--- src/verilog/cwd_map.svh ---
// Summary of operation
// [RULE_01] Selector 10 blocks top 256-word region
// [RULE_02] Selector 01 protects upper half of memory
// [RULE_03] Selector 00 protects all program memory
// [RULE_04] Debug bit low dedicates both debug pins
// [RULE_05] Unused config bit always reads one
// [RULE_06] Self-write permit gates unprotected memory writes
// [RULE_07] Data EEPROM protect bit low blocks access
// [RULE_08] Low-voltage bit selects programming pin function
// [RULE_09] Brown-out enable bit turns brown-out reset on
// [RULE_10] Power-up delay bit low runs timer
// [RULE_11] Oscillator 11 RC, 10 high-speed crystal
// [RULE_12] Oscillator 01 standard, 00 low-power crystal
// [RULE_13] Selector 11 means no code protection
// [RULE_14] Watchdog enable bit turns watchdog on
`ifndef CWD_MAP_SVH
`define CWD_MAP_SVH

// ==========================================================
// Register offsets
`define CWD_OFS_CFG       4'h0
`define CWD_OFS_STAT      4'h1

// ==========================================================
// Reset values
`define CWD_CFG_RST       14'h3FFF
`define CWD_RDATA_RST     16'h0000

// ==========================================================
// Field positions in the configuration word
`define CWD_POS_FOSC_LO   0
`define CWD_POS_FOSC_HI   1
`define CWD_POS_WATCHDOG_EN      2
`define CWD_POS_POWERUP_DELAY_EN_N     3
`define CWD_POS_CP_LO     4
`define CWD_POS_CP_HI     5
`define CWD_POS_BROWNOUT_RESET_EN     6
`define CWD_POS_LVP       7
`define CWD_POS_CPD       8
`define CWD_POS_WRT       9
`define CWD_POS_UNIMP     10
`define CWD_POS_DEBUG     11

// ==========================================================
// Protection bounds
`define CWD_LG_TOP_LO     13'h1F00
`define CWD_LG_HALF_LO    13'h1000
`define CWD_LG_END        13'h1FFF
`define CWD_SM_TOP_LO     13'h0F00
`define CWD_SM_HALF_LO    13'h0800
`define CWD_SM_END        13'h0FFF
`define CWD_MEM_START     13'h0000

`endif

--- src/verilog/cwd_pkg_order_note_unused.sv ---
`default_nettype none
`default_nettype wire

--- src/verilog/cwd_pkg.sv ---
`default_nettype none
package cwd_pkg;
    typedef enum logic [1:0] {
        CWD_PROT_ALL  = 2'h0,
        CWD_PROT_HALF = 2'h1,
        CWD_PROT_TOP  = 2'h2,
        CWD_PROT_NONE = 2'h3
    } cwd_prot_e;

    typedef enum logic [1:0] {
        CWD_OSC_LP = 2'h0,
        CWD_OSC_XT = 2'h1,
        CWD_OSC_HS = 2'h2,
        CWD_OSC_RC = 2'h3
    } cwd_osc_e;

    typedef logic [12:0] cwd_addr_t;
    typedef logic [13:0] cwd_word_t;
endpackage : cwd_pkg
`default_nettype wire

--- src/verilog/cwd_range_chk.sv ---
`timescale 1ns/1ps
`default_nettype none
`include "cwd_map.svh"
module cwd_range_chk
    import cwd_pkg::*;
(
    input  wire cwd_prot_e sel,
    input  wire logic      large_mem,
    input  wire cwd_addr_t addr,
    output logic           prot_hit
);
    // ======================================================
    // Region compare
    always_comb begin
        prot_hit = 1'b0;
        case (sel)
            CWD_PROT_NONE: prot_hit = 1'b0; // [RULE_13]
            CWD_PROT_TOP: begin
                if (large_mem) begin
                    prot_hit = (addr >= `CWD_LG_TOP_LO) &&
                               (addr <= `CWD_LG_END); // [RULE_01]
                end else begin
                    prot_hit = (addr >= `CWD_SM_TOP_LO) &&
                               (addr <= `CWD_SM_END); // [RULE_01]
                end
            end
            CWD_PROT_HALF: begin
                if (large_mem) begin
                    prot_hit = (addr >= `CWD_LG_HALF_LO) &&
                               (addr <= `CWD_LG_END); // [RULE_02]
                end else begin
                    prot_hit = (addr >= `CWD_SM_HALF_LO) &&
                               (addr <= `CWD_SM_END); // [RULE_02]
                end
            end
            CWD_PROT_ALL: begin
                if (large_mem) begin
                    prot_hit = (addr >= `CWD_MEM_START) &&
                               (addr <= `CWD_LG_END); // [RULE_03]
                end else begin
                    prot_hit = (addr >= `CWD_MEM_START) &&
                               (addr <= `CWD_SM_END); // [RULE_03]
                end
            end
            default: prot_hit = 1'b0;
        endcase
    end
endmodule : cwd_range_chk
`default_nettype wire

--- src/verilog/cwd_top.sv ---
// Decided for this implementation: the placing of the registers and strobed register access.
`timescale 1ns/1ps
`default_nettype none
`include "cwd_map.svh"
module cwd_top
    import cwd_pkg::*;
(
    input  wire logic        clk,
    input  wire logic        sys_rst,
    input  wire logic [3:0]  reg_addr,
    input  wire logic [15:0] reg_wdata,
    input  wire logic        reg_wr,
    input  wire logic        reg_rd,
    output logic      [15:0] reg_rdata,
    input  wire logic        large_mem_strap,
    input  wire cwd_addr_t   ext_addr,
    output logic             ext_addr_block,
    input  wire cwd_addr_t   selfprog_addr,
    input  wire logic        selfprog_wr_req,
    output logic             selfprog_wr_allow,
    output logic             selfprog_wr_refuse,
    output logic             eeprom_ext_block,
    output logic             debug_en,
    output logic             debug_pin_a_gpio,
    output logic             debug_pin_b_gpio,
    output logic             prog_mode_pin_pgm,
    output logic             master_clear_hv_prog,
    output logic             brownout_reset_en,
    output logic             powerup_delay_run,
    output logic             watchdog_en,
    output cwd_osc_e         osc_mode_sel
);
    cwd_word_t   cfg_r;
    logic        large_r;
    logic        strap_done_r;
    logic        ext_hit;
    logic        sp_hit;
    cwd_prot_e   prot_sel;
    logic [15:0] rdata_nxt;

    assign prot_sel = cwd_prot_e'(cfg_r[`CWD_POS_CP_HI:`CWD_POS_CP_LO]);

    // ======================================================
    // Configuration word storage
    always_ff @(posedge clk) begin
        if (sys_rst) begin
            cfg_r <= `CWD_CFG_RST;
        end else if (reg_wr && reg_addr == `CWD_OFS_CFG) begin
            cfg_r <= reg_wdata[13:0];
            cfg_r[`CWD_POS_UNIMP] <= 1'b1; // [RULE_05]
        end
    end

    // ======================================================
    // Memory size strap, caught after reset release
    always_ff @(posedge clk) begin
        if (sys_rst) begin
            large_r      <= 1'b0;
            strap_done_r <= 1'b0;
        end else if (!strap_done_r) begin
            large_r      <= large_mem_strap;
            strap_done_r <= 1'b1;
        end
    end

    // ======================================================
    // Protection range checks
    cwd_range_chk u_ext_chk (
        .sel       (prot_sel),
        .large_mem (large_r),
        .addr      (ext_addr),
        .prot_hit  (ext_hit)
    );

    cwd_range_chk u_sp_chk (
        .sel       (prot_sel),
        .large_mem (large_r),
        .addr      (selfprog_addr),
        .prot_hit  (sp_hit)
    );

    // ======================================================
    // External access blocking
    always_ff @(posedge clk) begin
        if (sys_rst) begin
            ext_addr_block   <= 1'b0;
            eeprom_ext_block <= 1'b0;
        end else begin
            ext_addr_block   <= ext_hit; // [RULE_01]
            eeprom_ext_block <= ~cfg_r[`CWD_POS_CPD]; // [RULE_07]
        end
    end

    // ======================================================
    // Self-programming write permission
    always_ff @(posedge clk) begin
        if (sys_rst) begin
            selfprog_wr_allow  <= 1'b0;
            selfprog_wr_refuse <= 1'b0;
        end else begin
            selfprog_wr_allow  <= selfprog_wr_req &&
                                  cfg_r[`CWD_POS_WRT] && !sp_hit; // [RULE_06]
            selfprog_wr_refuse <= selfprog_wr_req &&
                                  !(cfg_r[`CWD_POS_WRT] && !sp_hit); // [RULE_06]
        end
    end

    // ======================================================
    // Pin function selection
    always_ff @(posedge clk) begin
        if (sys_rst) begin
            debug_en             <= 1'b0;
            debug_pin_a_gpio     <= 1'b1;
            debug_pin_b_gpio     <= 1'b1;
            prog_mode_pin_pgm    <= 1'b1;
            master_clear_hv_prog <= 1'b0;
        end else begin
            debug_en             <= ~cfg_r[`CWD_POS_DEBUG]; // [RULE_04]
            debug_pin_a_gpio     <= cfg_r[`CWD_POS_DEBUG]; // [RULE_04]
            debug_pin_b_gpio     <= cfg_r[`CWD_POS_DEBUG]; // [RULE_04]
            prog_mode_pin_pgm    <= cfg_r[`CWD_POS_LVP]; // [RULE_08]
            master_clear_hv_prog <= ~cfg_r[`CWD_POS_LVP]; // [RULE_08]
        end
    end

    // ======================================================
    // Reset, timer and watchdog enables
    always_ff @(posedge clk) begin
        if (sys_rst) begin
            brownout_reset_en <= 1'b1;
            powerup_delay_run <= 1'b0;
            watchdog_en       <= 1'b1;
        end else begin
            brownout_reset_en <= cfg_r[`CWD_POS_BROWNOUT_RESET_EN]; // [RULE_09]
            powerup_delay_run <= ~cfg_r[`CWD_POS_POWERUP_DELAY_EN_N]; // [RULE_10]
            watchdog_en       <= cfg_r[`CWD_POS_WATCHDOG_EN]; // [RULE_14]
        end
    end

    // ======================================================
    // Oscillator mode
    always_ff @(posedge clk) begin
        if (sys_rst) begin
            osc_mode_sel <= CWD_OSC_RC;
        end else begin
            case (cfg_r[`CWD_POS_FOSC_HI:`CWD_POS_FOSC_LO])
                2'h3:    osc_mode_sel <= CWD_OSC_RC; // [RULE_11]
                2'h2:    osc_mode_sel <= CWD_OSC_HS; // [RULE_11]
                2'h1:    osc_mode_sel <= CWD_OSC_XT; // [RULE_12]
                2'h0:    osc_mode_sel <= CWD_OSC_LP; // [RULE_12]
                default: osc_mode_sel <= CWD_OSC_RC;
            endcase
        end
    end

    // ======================================================
    // Register read path
    always_comb begin
        rdata_nxt = `CWD_RDATA_RST;
        case (reg_addr)
            `CWD_OFS_CFG: begin
                rdata_nxt = {2'h0, cfg_r};
                rdata_nxt[`CWD_POS_UNIMP] = 1'b1; // [RULE_05]
            end
            `CWD_OFS_STAT: begin
                rdata_nxt = {8'h00, large_r, ext_addr_block,
                             eeprom_ext_block, debug_en,
                             prog_mode_pin_pgm, brownout_reset_en,
                             powerup_delay_run, watchdog_en};
            end
            default: rdata_nxt = `CWD_RDATA_RST;
        endcase
    end

    always_ff @(posedge clk) begin
        if (sys_rst) begin
            reg_rdata <= `CWD_RDATA_RST;
        end else if (reg_rd) begin
            reg_rdata <= rdata_nxt;
        end else begin
            reg_rdata <= `CWD_RDATA_RST;
        end
    end
endmodule : cwd_top
`default_nettype wire

--- config.mk ---
export PLATFORM = sky130hd
export DESIGN_NAME = cwd_top
export DESIGN_NICKNAME = d
export VERILOG_FILES = /design/src/verilog/cwd_pkg_order_note_unused.sv /design/src/verilog/cwd_pkg.sv /design/src/verilog/cwd_range_chk.sv /design/src/verilog/cwd_top.sv
export VERILOG_INCLUDE_DIRS = /design/src /design/src/verilog
export SDC_FILE = /design/constraint.sdc
export NUM_CORES = 1
export LEC_CHECK = 0
export ABC_AREA = 1
export BUFFER_PORTS_ARGS = -buffer_cell sky130_fd_sc_hd__buf_2
export CAP_MARGIN = 10
export CORE_MARGIN = 2
export CORE_UTILIZATION = 44
export DETAILED_ROUTE_END_ITERATION = 10
export GPL_TIMING_DRIVEN = 0
export PLACE_DENSITY = 0.74
export SETUP_SLACK_MARGIN = 0.05
export SKIP_LAST_GASP = 1
export SYNTH_ARGS = -nofsm -noshare
export SYNTH_HDL_FRONTEND = slang
export SYNTH_SLANG_ARGS = --single-unit
--- constraint.sdc ---
create_clock -name clk -period 1 [get_ports clk]
set_input_delay 0.1 -clock clk [delete_from_list [all_inputs] [get_ports clk]]
set_output_delay 0.1 -clock clk [all_outputs]
set_load 0.1 [all_outputs]
=== Yosys cells after proc, flatten, opt, wreduce, memory -nomap -nowiden ===
Cells that the tools add are included.

* Register bits: 44
* Bits of input ports: 52
* Word-level logic and storage cells: 76

* $lt $le $gt $ge: 14
* Equal/unequal tests: 7
* Muxes and demuxes: 11
* Bitwise gates (word level): 5
* Reduce and logical (&&, ||, !) cells: 23

{| class="wikitable"
|+ Operators with widths
! operator !! count
|-
| greater-or-equal comparator 13 x 12 -> 1 bit (second input constant) || 4
|-
| greater-or-equal comparator 13 bit (second input constant) || 4
|-
| case mux 14 bit (2 select lines) || 1
|-
| greater-or-equal comparator 13 x 1 -> 1 bit (second input constant) || 2
|-
| <= comparator 13 x 12 -> 1 bit (second input constant) || 2
|-
| <= comparator 13 bit (second input constant) || 2
|-
| logical AND 1 bit || 17
|-
| == test 2 bit (second input constant) || 4
|-
| case mux 1 bit (4 select lines) || 2
|-
| case mux 2 bit (4 select lines) || 1
|-
| two-way mux 1 bit || 7
|-
| inverter 1 bit || 5
|-
| == test 2 x 1 -> 1 bit (second input constant) || 2
|-
| == test 4 x 1 -> 1 bit (second input constant) || 1
|-
| zero test 2 bit || 2
|-
| zero test 4 bit || 1
|-
| zero test 1 bit || 2
|-
| OR reduction 2 bit || 1
|}

=== Logic depth before layout (Yosys ltp) ===
* Depth after elaboration: 8
* Depth in mapped cells: 7

=== Modules after synthesis ===
Synthesis repeated with hierarchy kept, for this count alone.

* Cells, all modules: 187
* Area, all modules: 1544.0 um^2

{| class="wikitable"
|+ By module, submodules not included
! module !! instances !! cells an instance !! area each (um^2) !! seq. area each (um^2)
|-
| cwd_top || 1 || 157 || 1423.9 || 840.8
|-
| cwd_range_chk || 2 || 15 || 60.1 || 0.0
|}

=== Worst setup path before layout ===
No wires, ideal clock.

* Path kind: reg2out
* Start point: reg debug_pin_b_gpio
* End point: out debug_pin_b_gpio
* Data arrival time: 1.356 ns
* Path slack: -0.456 ns
* Stages on the path, launching flop included: 2
* Buffers on the path: 1
* Cell sequence: dfxtp_1 > buf_4

{| class="wikitable"
|+ RTL lines
! item !! RTL line !! source
|-
| from (decl) || cwd_top.sv:25 || <nowiki>output logic debug_pin_b_gpio,</nowiki>
|-
| from (signal assigned) || cwd_top.sv:120 || <nowiki>debug_pin_b_gpio <= cfg_r[`CWD_POS_DEBUG];</nowiki>
|}

No word-level cell between the ends.

=== Final worst setup path ===
* Start point: reg debug_pin_b_gpio
* End point: out debug_pin_b_gpio

No word-level cell between the ends.

==> results.toml <==
[logic_synthesis]
synth_area_per_cell_um2 = 9.31
yosys-top-cells-count = "42 x dfxtp_1, 29 x nand2_1, 23 x inv_1"
yosys.area_share.xor_xnor_pct = 0
synthAdderAreaFrac_pct = 0
synthArstFlopShare_pct = 0
yosysSeqAreaShare_pct = 53.5
ys_top_cells_by_area = "dfxtp_1 53%, o211ai_2 8.0%, nand2_1 6.9%"
synth-compound-area-share_pct = 13.4
synthMuxAreaShare_pct = 0
synth_top_cell_area_share_pct = 53.5
postSynthCellCount = 169
synth_area_mm2 = 0.00157
ys_warn_count = 0
ys_ff_latch = 42
yosysMostFrequentCell = "dfxtp_1"
ys.flop_type = "dfxtp_1"
synthSimpleGateAreaFrac_pct = 22.2
yosysTopAreaCell = "dfxtp_1"
synth_top_family_by_area = "simple AND/OR/NAND/NOR gates"
yosysUniqueCellTypes = 23
synth_edf_count = 0

[power]
p_comb_share_pct = 15.9
p_leak_nw = 1.25
switching_share_pct = 27.4
power_w = 0.00297
p_clk_share_pct = 26.1
share_seq_of_total_power_pct = 58.1
p_int_w = 0.00216
vdd_ir_drop_max_mv = 0.625
switching_power_w = 0.000812
power_per_cell_area_mw_per_mm2 = 1130

[global_routing]
grt_max_degree = 12
grtUsageMet2_pct = 38.3
first_global_vias = 1344
use_met1_pct = 23.4
overflow = 0
grt_pass1_wl_um = 6410
antenna_found_initial = 0
grt-busiest-layer = "met2"
grt_util_met3_pct = 6.51
grt_usage_pct = 21.5

[critical_path]
crit_arrival_ns = 0.99
cp_max_fo = 2
worst_ep_required_time_ns = 0.90
cp-end-kind = "output port"
cp-start-kind = "register"
path_class = "register to output port"

[sta]
fin_setup_tns_ns = -0.144
rsz0062_at_grt = "yes"
post-route-min-period_ns = 1.09
hold_violations = 0
timing.final.ws_setup_ns = -0.0865
fmax_ghz = 0.920
post-route-period-util_pct = 109
skew_ns = 0.0133
setup_viol = 4
slew_viol_final = 0

[detailed_routing]
avgViaCountPerCell = 4.64
antenna_left = 0
dr.pass1.iters = 4
drcViolationCount = 0
wl_per_cell_um = 13.4
first_iter_violations = 134
drt_wl_total_um = 4050
num_vias = 1407

[clock_tree]
cts_tree = "built"
cts_root_buf = "clkbuf_4"
cts_buffers = 5
clock_latency_ns = 0.34
clkTransAtPathRegs_ns = 0.12
cts-htree-levels = 2
cts_sinks = 42
clock_path_buffers = 2

[placement]
dpl.hpwl_um = 2270
gp_congestion = 0.729
dp.cells = 276
io_buffers = 60

[final_layout]
nFillCells = 185
syn_to_final_growth_pct = 67.6
n_antenna_cell = 0
fin_nets = 309
stdcell_count = 303
drive_above_1_share_pct = 54.5

[die]
die_h_um = 63.8
die_w_um = 63.8
io_pins = 82
rows = 21
core_region_area_mm2 = 0.00339
floorplan.initialDensity_pct = 46.4
dieArea_mm2 = 0.00407

[job]
cap_violations = 0

[run_status]
violations = "setup timing"
status = "finished with violations"

[hold_path]
min_path_type = "primary input to register"
[stage by stage]
step	setup WS (ns)	util (%)	hold slack (ns)	area [um^2]
after floorplan	-0.122	-	0.159	1610
after global placement	-0.0180	58.1	0.307	1970
after detailed placement	-0.0319	58.1	0.307	1970
after CTS	-0.0647	77.4	0.0397	2620
after global routing	-0.129	77.8	0.0488	2640
final	-0.0865	77.8	0.0316	2640
[critical path: stages, from the launching register on]
cell and delay (ns):
dfxtp_2 0.37, buf_6 0.10, buf_12 0.16
[cell type report]
cell class	count	area, um^2	area share [%]
repair buffers	80	902	34.2
multi-input cells	94	576	21.8
flip-flops and latches	42	885	33.6
well taps	46	57.6	2.18
plain buffers	8	73.8	2.80
clock buffers	7	45.0	1.71
inverters	26	97.6	3.70
[cells in the final DEF (no fill, tap or decap), types with 2 or more instances in the layout]
cell,netlist,layout
buf_2,2,34
nand2_1,29,29
buf_12,0,27
dfxtp_2,0,26
inv_1,23,23
dlygate4sd3_1,0,16
nor2_1,14,13
dfxtp_1,42,13
o211ai_2,10,10
nand3_1,10,10
nand2_2,9,9
buf_4,3,6
o21ai_2,5,5
clkbuf_4,0,5
buf_6,2,4
inv_2,3,3
o21ai_0,4,3
a21oi_1,3,3
dfxtp_4,0,3
nor2_4,1,2
nand3_2,2,2
conb_1,1,2
clkbuf_1,0,2
[power groups by stage]
stage          Combinational [W]  Clock, W  Sequential, W
6_report                0.000471  0.000774        0.00172
2_1_floorplan           0.000148         0        0.00187
4_1_cts                 0.000464  0.000761        0.00173
3_3_place_gp            0.000363         0        0.00176
3_5_place_dp            0.000365         0        0.00176
5_1_grt                 0.000499  0.000875        0.00173
[kinds of logic (layout without fill, tap and decap cells)]
group | Yosys count | after routing
AO/OA/AOI/OAI | 23 | 23
other | 1 | 2
flip-flops | 42 | 42
AND/OR/NAND/NOR | 69 | 69
buffers and inverters | 34 | 121
[path summary, 6_finish.rpt]
check	startpoint	end	slack, ns	cells after the start
hold reg to reg	cfg_r[8]	eeprom_ext_block	0.41	1
setup / recovery	debug_pin_b_gpio	debug_pin_b_gpio	-0.09	2
setup reg to reg	cfg_r[4]	selfprog_wr_allow	0.02	6
hold / removal	large_mem_strap	large_r	0.03	3
[sequential cells by signal (all words and copies together), names as in the netlist]
name,flops
reg_rdata,14
cfg_r,13
osc_mode_sel,2
brownout_reset_en,1
debug_en,1
debug_pin_b_gpio,1
eeprom_ext_block,1
ext_addr_block,1
large_r,1
master_clear_hv_prog,1
powerup_delay_run,1
prog_mode_pin_pgm,1
selfprog_wr_allow,1
selfprog_wr_refuse,1
strap_done_r,1
watchdog_en,1
[layer usage]
metal  up-vias  part of all wire (%)
li1        699                     -
met1       659                    39
met2        42                    54
met3         7                   4.7
met4         0                   2.0
met5         -                     0
[timing repair]
item / CTS / global route
gates resized for setup: 115 / 4
endpoints found under the hold margin: 18 / 0
setup buffers: 3 / 1
hold buffers: 16 / 0
pin swaps: 0 / 3
endpoints found under the setup margin: 31 / 31
No activity file was read; power rests on OpenSTA's default activity.
